File: src/verilog/ccsd_pkg.sv
// constants shared by the core clock speed doubler
package ccsd_pkg;

  // ----------------------------------------------------------------
  // clock control register
  // ----------------------------------------------------------------
  localparam logic [7:0] CCSD_CLOCK_CONTROL_ADDR = 8'h8F;
  localparam int CCSD_SELECT_BIT = 0;
  localparam logic CCSD_SELECT_RESET = 1'h0;
  localparam logic [7:0] CCSD_RESERVED_READ = 8'h00;

  // ----------------------------------------------------------------
  // machine cycle figures
  // ----------------------------------------------------------------
  localparam logic [3:0] CCSD_PERIODS_STANDARD = 4'hC;
  localparam logic [3:0] CCSD_PERIODS_DOUBLE = 4'h6;

  // ----------------------------------------------------------------
  // pin synchroniser depth
  // ----------------------------------------------------------------
  localparam int CCSD_SYNC_STAGES = 3;

  // applied speed mode, one-hot
  typedef enum logic [1:0] {
    MODE_STANDARD = 2'b01,
    MODE_DOUBLE = 2'b10
  } ccsd_mode_t;

endpackage : ccsd_pkg

File: src/verilog/ccsd_clock_gen.sv
// core clock speed doubler: halving divider, bypass and glitch-free mode switch
//
// Contract
// - A divide-by-two stage sits between the crystal clock input and the core phase generator clock.
// - In standard mode core and every peripheral run from the halved clock, never from the raw crystal.
// - With double speed selected the divider is bypassed and core and peripherals run from the crystal.
// - The speed select bit is taken over only on a rising edge of the halved crystal clock.
// - A machine cycle is twelve clock periods with the select clear and six with it set, switchable anytime.
// - After reset the select bit is clear and standard mode runs until software sets it.
// - In double speed every clock-timed peripheral sees its time reference halved.
// - The select is bit 0 of the clock control register at 8Fh; bits 7 to 1 are reserved.
`timescale 1ns/10ps
`default_nettype none

module ccsd_clock_gen (
  // clock and reset
  input wire logic clk,
  input wire logic resetn,
  // crystal pin
  input wire logic crystal_clock_input,
  // special function register access from the core
  input wire logic [7:0] sfr_addr,
  input wire logic [7:0] sfr_wdata,
  input wire logic sfr_we,
  input wire logic sfr_re,
  output logic [7:0] sfr_rdata,
  // generated clocks and status
  output logic core_clk,
  output logic periph_tick,
  output logic double_speed_active,
  output logic [3:0] cycle_periods
);
  import ccsd_pkg::*;

  // ----------------------------------------------------------------
  // crystal pin
  // ----------------------------------------------------------------
  logic xtal_lvl;
  logic xtal_d_reg;
  logic xtal_rise;

  ccsd_pin_sync #(
    .STAGES(CCSD_SYNC_STAGES)
  ) u_xtal_sync (
    .clk(clk),
    .resetn(resetn),
    .pin_in(crystal_clock_input),
    .level_out(xtal_lvl)
  );

  assign xtal_rise = xtal_lvl & ~xtal_d_reg;

  // ----------------------------------------------------------------
  // register state
  // ----------------------------------------------------------------
  logic double_speed_select_reg;
  logic half_reg;
  logic half_next;
  logic half_rise;
  ccsd_mode_t mode_reg;
  ccsd_mode_t mode_next;
  logic core_clk_reg;
  logic core_clk_next;
  logic tick_reg;
  logic [7:0] rdata_reg;
  logic [3:0] periods_reg;
  logic double_reg;
  logic sfr_hit;

  // ----------------------------------------------------------------
  // decode
  // ----------------------------------------------------------------
  // applied mode decode, shared by the clock mux, the status flops and the checks
  function automatic logic is_double(input ccsd_mode_t m);
    return (m == MODE_DOUBLE);
  endfunction : is_double

  assign half_next = xtal_rise ? ~half_reg : half_reg;
  assign half_rise = xtal_rise & ~half_reg;

  // select taken only at halved rising edge
  // both sources are high at that instant, so neither phase is clipped
  assign mode_next = half_rise ? (double_speed_select_reg ? MODE_DOUBLE : MODE_STANDARD) : mode_reg;

  // source chosen by the applied mode
  assign core_clk_next = is_double(mode_next) ? xtal_lvl : half_next;

  assign sfr_hit = (sfr_addr == CCSD_CLOCK_CONTROL_ADDR);

  // ----------------------------------------------------------------
  // clocked state
  // ----------------------------------------------------------------
  always_ff @(posedge clk or negedge resetn) begin
    if (!resetn) begin
      xtal_d_reg <= 1'h0;
      half_reg <= 1'h0;
    end else begin
      xtal_d_reg <= xtal_lvl;
      half_reg <= half_next;
    end
  end

  always_ff @(posedge clk or negedge resetn) begin
    if (!resetn) begin
      double_speed_select_reg <= CCSD_SELECT_RESET;
    end else if (sfr_we && sfr_hit) begin
      double_speed_select_reg <= sfr_wdata[CCSD_SELECT_BIT];
    end
  end

  always_ff @(posedge clk or negedge resetn) begin
    if (!resetn) begin
      rdata_reg <= 8'h00;
    end else if (sfr_re && sfr_hit) begin
      rdata_reg <= CCSD_RESERVED_READ | {7'h00, double_speed_select_reg};
    end else begin
      rdata_reg <= 8'h00;
    end
  end

  // one tick per core clock rise; peripherals count these
  always_ff @(posedge clk or negedge resetn) begin
    if (!resetn) begin
      mode_reg <= MODE_STANDARD;
      core_clk_reg <= 1'h0;
      tick_reg <= 1'h0;
      periods_reg <= CCSD_PERIODS_STANDARD;
      double_reg <= 1'h0;
    end else begin
      mode_reg <= mode_next;
      core_clk_reg <= core_clk_next;
      tick_reg <= core_clk_next & ~core_clk_reg;
      periods_reg <= is_double(mode_next) ? CCSD_PERIODS_DOUBLE : CCSD_PERIODS_STANDARD;
      double_reg <= is_double(mode_next);
    end
  end

  assign sfr_rdata = rdata_reg;
  assign core_clk = core_clk_reg;
  assign periph_tick = tick_reg;
  // own flop so the status pin carries no decode glitch
  assign double_speed_active = double_reg;
  assign cycle_periods = periods_reg;
endmodule : ccsd_clock_gen

`default_nettype wire

File: src/verilog/ccsd_pin_sync.sv
// three-stage pin synchroniser with agreement filter
`timescale 1ns/10ps
`default_nettype none

module ccsd_pin_sync #(
  parameter int STAGES = ccsd_pkg::CCSD_SYNC_STAGES
) (
  // clock and reset
  input wire logic clk,
  input wire logic resetn,
  // pin side
  input wire logic pin_in,
  // filtered level
  output logic level_out
);
  import ccsd_pkg::*;

  initial begin
    if (STAGES != 3) begin
      $error("ccsd_pin_sync supports exactly three stages");
    end
  end

  logic meta_reg;
  logic second_reg;
  logic third_reg;
  logic level_reg;
  logic level_next;

  // the level only moves once stages two and three agree
  assign level_next = (second_reg == third_reg) ? third_reg : level_reg;
  assign level_out = level_reg;

  always_ff @(posedge clk or negedge resetn) begin
    if (!resetn) begin
      meta_reg <= 1'h0;
      second_reg <= 1'h0;
      third_reg <= 1'h0;
      level_reg <= 1'h0;
    end else begin
      meta_reg <= pin_in;
      second_reg <= meta_reg;
      third_reg <= second_reg;
      level_reg <= level_next;
    end
  end

endmodule : ccsd_pin_sync

`default_nettype wire

File: config.mk
export PLATFORM = sky130hd
export DESIGN_NAME = ccsd_clock_gen
export DESIGN_NICKNAME = d
export VERILOG_FILES = /design/src/verilog/ccsd_pkg.sv /design/src/verilog/ccsd_clock_gen.sv /design/src/verilog/ccsd_pin_sync.sv
export SDC_FILE = /design/constraint.sdc
export NUM_CORES = 1
export LEC_CHECK = 0
export BUFFER_PORTS_ARGS = -buffer_cell sky130_fd_sc_hd__buf_2
export CAP_MARGIN = 20
export CORE_MARGIN = 1
export CORE_UTILIZATION = 43
export CTS_CLUSTER_DIAMETER = 50
export DETAILED_ROUTE_END_ITERATION = 8
export PLACE_DENSITY = 0.83
export SYNTH_ARGS = -nofsm -noshare
export SYNTH_HDL_FRONTEND = slang
export SYNTH_SLANG_ARGS = --single-unit
File: constraint.sdc
create_clock -name clk -period 3.67 [get_ports clk]
set_clock_uncertainty 0.1 [all_clocks]
set_input_delay 0.5505 -clock clk [delete_from_list [all_inputs] [get_ports clk]]
set_output_delay 0.5505 -clock clk [all_outputs]
set_load 0.01 [all_outputs]
# After elaboration in Yosys (flattened, before gate mapping)
# Index checks and enable logic that the tools add are counted.
# W data, S select, Z words.
# word_totals
ff_bits	17
out_inout_bits	15
wordCells	30
# classes
n_eq_ne	3
mux	6
bitwise	6
n_reduce_logical	2
# op_table
cell	n
$eq A8 B8 Y1 const B	1
$mux W2	2
$mux W4	1
$and A1 B1 Y1	3
$mux W1	3
$not A1 Y1	3
$eq A2 B2 Y1 const B	1
$logic_and A1 B1 Y1	2
$eq A1 B1 Y1	1

# Logic depth before layout (Yosys ltp)
# logic_depth
word_depth	7
depth_mapped	6
depth_no_buf	6

# Cells and area by module
# Synthesis repeated with hierarchy kept, for this count alone.
# unflattened
hier_cells	49
area_unflattened_um2	603.1
# modules_own_cells
module	n_inst	cells_each	area_each_um2	seq_area_each_um2
ccsd_clock_gen	1	44	491.7	252.7
ccsd_pin_sync	1	5	111.4	100.1

# Worst setup path after synthesis
# Ideal clock, no wire load.
# synth_timing
kind	input to register
from	input port sfr_addr[5]
to	register double_speed_select_reg
setup_time_ps	128
t_arrival_ps	1325
required_ps	3442
slack_ps	2117
path_stages	3
cell_sequence	or2_1 -> nor4_2 -> mux2_1
# synth_between
elab_chain_cells	2
# synth_rtl
item	line	rtl
from (decl)	ccsd_clock_gen.sv:22	input wire logic [7:0] sfr_addr,
$eq A8 B8 Y1	ccsd_clock_gen.sv:88	assign sfr_hit = (sfr_addr == CCSD_CLOCK_CONTROL_ADDR);
$logic_and A1 B1 Y1	ccsd_clock_gen.sv:106	end else if (sfr_we && sfr_hit) begin
to (signal assigned)	ccsd_clock_gen.sv:107	double_speed_select_reg <= sfr_wdata[CCSD_SELECT_BIT];
to (decl)	ccsd_clock_gen.sv:56	logic double_speed_select_reg;
# No other way between the ends.
# A chain may end at the register's enable or synchronous reset.

# Final worst setup path
# layout_timing
from	register u_xtal_sync.level_reg, in the netlist u_xtal_sync.level_out
to	register tick_reg, in the netlist periph_tick
# layout_between
elab_chain_cells	6
# layout_rtl
item	line	rtl
from (decl)	ccsd_pin_sync.sv:27	logic level_reg;
from (signal assigned)	ccsd_pin_sync.sv:44	level_reg <= level_next;
$and A1 B1 Y1	ccsd_clock_gen.sv:51	assign xtal_rise = xtal_lvl & ~xtal_d_reg;
$and A1 B1 Y1	ccsd_clock_gen.sv:79	assign half_rise = xtal_rise & ~half_reg;
$mux W2	ccsd_clock_gen.sv:83	assign mode_next = half_rise ? (double_speed_select_reg ? MODE_DOUBLE : MODE_STANDARD) : mode_reg;
named net mode_next[1]	ccsd_clock_gen.sv:61	ccsd_mode_t mode_next;
$eq A2 B2 Y1	ccsd_clock_gen.sv:75	return (m == MODE_DOUBLE);
$mux W1	ccsd_clock_gen.sv:86	assign core_clk_next = is_double(mode_next) ? xtal_lvl : half_next;
$and A1 B1 Y1	ccsd_clock_gen.sv:132	tick_reg <= core_clk_next & ~core_clk_reg;
to (signal assigned)	ccsd_clock_gen.sv:132	
to (decl)	ccsd_clock_gen.sv:64	logic tick_reg;
# The timed path passes the listed nets, and every way through them passes these cells.

==> reports/results.tsv <==
stage	metric	value	unit
power_and_ir_drop	netSwitchingFraction	0.271	
clock_tree	htree_depth	1	
timing	hold_ws	0.0518	ns
synthesis	yosys-mux-area-fraction	0.0439	
layout	antennaDiodeCount	0	
synthesis	synth_adder_area_share	0.0377	
synthesis	yosys.area_share.xor_xnor	0	
job	max-cap-violations	0	
layout	area_growth	15.3	%
synthesis	yosys_register_bits	14	
outcome	result_of_the_run	finished, final reports clean	
timing	finalSetupViolCount	0	
placed_design	globalplace.congestion	0.738	
placed_design	port_buffers	19	
worst_setup_path	critPathArrivalTime	1.74	ns
die	design.core.area	1300	µm²
drt	drt-pass1-iter-count	4	
timing	fin_tns_setup	0	ns
power_and_ir_drop	total_switching_power	0.0000945	W
synthesis	syn_area_per_cell	12.2	µm²
power_and_ir_drop	pwr_density_cell	507	nW/µm²
hold_path	holdCritPathClass	in -> async	
synthesis	syn_inst	49	
global_routing	grt_pass1_vias	313	
synthesis	synthDistinctLibCells	20	
synthesis	synth_top_family_by_area	buffers and inverters	
die	floorplan.die.height	39.3	µm
clock_tree	cts_setup_buffers	0	
clock_tree	postCtsHoldBufs	0	
placed_design	place_area	663	µm²
layout	num-fill-cells	117	
synthesis	ys.warnings.count	0	
power_and_ir_drop	seq_power_share	0.541	
timing	maxSlewViolCount	0	
drt	route.detailed.vias_per_inst	4.35	
worst_setup_path	setup.worst_path.class	reg -> reg	
power_and_ir_drop	power_frac_comb	0.207	
global_routing	initial_antenna_violation_count	0	
layout	layout-drive-gt1-share	0.420	
clock_tree	clock_tree_from_tritoncts	yes	
drt	route.final.wire_length	802	µm
drt	route.vias.total	365	
die	initial_utilization	0.460	
power_and_ir_drop	power.static_leakage	0.373	nW
synthesis	synth_simple_gate_area_share	0.121	
clock_tree	clk_latency	0.27	ns
die	die_x	39.3	µm
layout	final_area	689	µm²
layout	multiInputGateArea	178	µm²
layout	register_area	353	µm²
clock_tree	ctsResizeCount	0	
clock_tree	clock-root-buffer	sky130_fd_sc_hd__clkbuf_4	
worst_setup_path	setup.worst_path.end_class	flop	
timing	maxClockFrequency	606	MHz
power_and_ir_drop	vdd_ir_drop_max	0.000200	V
die	num_io_pins	36	
synthesis	proportion_of_synthesized_chip_area_in_sequential_cells	0.590	
global_routing	grt_util_overall	0.130	
global_routing	globalRouteOverflowTotal	0	
worst_setup_path	critical_path.reg2reg.endpoint	periph_tick	
timing	period_needed	1.65	ns
drt	detail-route-antenna-nets	0	
timing	fin_crit_sh	0.449	
timing	timing.final.hold_violations	0	
worst_setup_path	worstPathMaxFanout	4	
synthesis	synth-compound-area-share	0.0377	
placed_design	hpwl_dp	674	µm
clock_tree	numCtsBuffers	3	
power_and_ir_drop	intPower	0.000255	W
layout	layout.cells.most_common	sky130_fd_sc_hd__buf_2	
power_and_ir_drop	p_clk_frac	0.252	
die	floorplan.die_area	1540	µm²
power_and_ir_drop	finalPower	0.000349	W
layout	finish.net_count	92	
clock_tree	clk_pin_slew	0.08	ns
drt	drc	0	
synthesis	netlist_area	598	µm²
worst_setup_path	crit_required	3.76	ns
drt	dr.first_iter.drc_count	2	
worst_setup_path	reg_to_reg_setup_timing_slack	2.02	ns
worst_setup_path	worstRegToRegCells	6	
global_routing	wire_length_of_the_first_global_routing_pass	1260	µm
clock_tree	ctsLongestPathBuffers	2	
clock_tree	cts.sinks	14	
drt	drt-wirelength-per-cell	9.55	µm
worst_setup_path	reg2reg_from	u_xtal_sync.level_out	
die	rows	13	
global_routing	grt_max_degree	15	
worst_setup_path	setup.worst_path.start_class	flop	
layout	layout_common_cells	sky130_fd_sc_hd__buf_2, sky130_fd_sc_hd__dfrtp_1, sky130_fd_sc_hd__conb_1	
timing	rsz_0062_raised_after_global_routing	false	
==> synthesized netlist by cell type <==
master	count	share of area
sky130_fd_sc_hd__conb_1	2	0.013
sky130_fd_sc_hd__nor4_1	1	0.010
sky130_fd_sc_hd__mux2_4	1	0.025
sky130_fd_sc_hd__dfrtp_1	12	0.50
sky130_fd_sc_hd__nand2b_1	1	0.010
sky130_fd_sc_hd__dfstp_2	2	0.088
sky130_fd_sc_hd__maj3_1	1	0.017
sky130_fd_sc_hd__and3_4	1	0.019
sky130_fd_sc_hd__nand4_1	1	0.010
sky130_fd_sc_hd__or2_1	1	0.010
sky130_fd_sc_hd__a21oi_1	2	0.017
sky130_fd_sc_hd__nand2b_2	1	0.015
sky130_fd_sc_hd__nor4_2	1	0.021
sky130_fd_sc_hd__buf_4	10	0.13
sky130_fd_sc_hd__inv_1	5	0.031
sky130_fd_sc_hd__nand2_1	2	0.013
sky130_fd_sc_hd__a211oi_2	1	0.021
sky130_fd_sc_hd__mux2_1	1	0.019
sky130_fd_sc_hd__ha_1	1	0.021
sky130_fd_sc_hd__nor2_1	2	0.013
==> through the flow <==
| step | util | instances | setup WS, ns |
|---|---|---|---|
| after detailed placement | 0.510 | 80 | 1.93 |
| final | 0.530 | 84 | 2.02 |
| after global placement | 0.510 | 80 | 1.98 |
| after CTS | 0.530 | 84 | 2.01 |
| after floorplan | - | 56 | 2.12 |
| after global routing | 0.530 | 84 | 1.91 |
==> worst max-delay path by stage <==
stage,start,to,depth (start not counted)
2_1_floorplan,sfr_addr[5],double_speed_select_reg,3
3_3_place_gp,sfr_addr[5],double_speed_select_reg,4
3_5_place_dp,sfr_addr[5],double_speed_select_reg,4
4_1_cts,u_xtal_sync.level_out,periph_tick,6
5_1_grt,u_xtal_sync.level_out,periph_tick,6
6_report,u_xtal_sync.level_out,periph_tick,6
==> power by group through the flow <==
stage / clock, W / sequential, W / combinational, W
finish: 0.0000879 / 0.000189 / 0.0000724
global route: 0.0000984 / 0.000192 / 0.0000845
CTS: 0.0000910 / 0.000189 / 0.0000741
detailed placement: 0 / 0.000192 / 0.0000739
global placement: 0 / 0.000192 / 0.0000711
floorplan: 0 / 0.000197 / 0.0000491
==> layer usage <==
layer,vias up,routed length [µm],track usage,part of all wire
met5,-,0,0,0
met4,0,0,0.0776,0
met3,0,41,0.0341,0.051
met2,15,456,0.200,0.57
met1,174,305,0.162,0.38
li1,176,-,-,-
==> worst max-delay path, cell delays in order (launching register included) <==
cell                       delay [ns]
sky130_fd_sc_hd__dfrtp_1         0.39
sky130_fd_sc_hd__inv_1           0.07
sky130_fd_sc_hd__nor2_1          0.11
sky130_fd_sc_hd__ha_1            0.23
sky130_fd_sc_hd__mux2_4          0.33
sky130_fd_sc_hd__and3_4          0.17
sky130_fd_sc_hd__a211oi_2        0.18
==> cell families (layout without fill, tap and decap cells) <==
kind of cell	after synthesis	in the layout
multiplexers	2	2
adder cells (fa/ha/maj)	2	2
flip-flops	14	14
other	2	9
buffers and inverters	15	28
AO/OA/AOI/OAI	3	3
AND/OR/NAND/NOR	11	11
==> area by class of cell <==
cell class                      instances  area share
Clock buffer                            4      0.0381
Inverter                                5      0.0272
Multi-Input combinational cell         27       0.258
Sequential cell                        14       0.512
Tap cell                               15      0.0272
Timing Repair Buffer                   19       0.138
(Power assumes the default switching activity.)
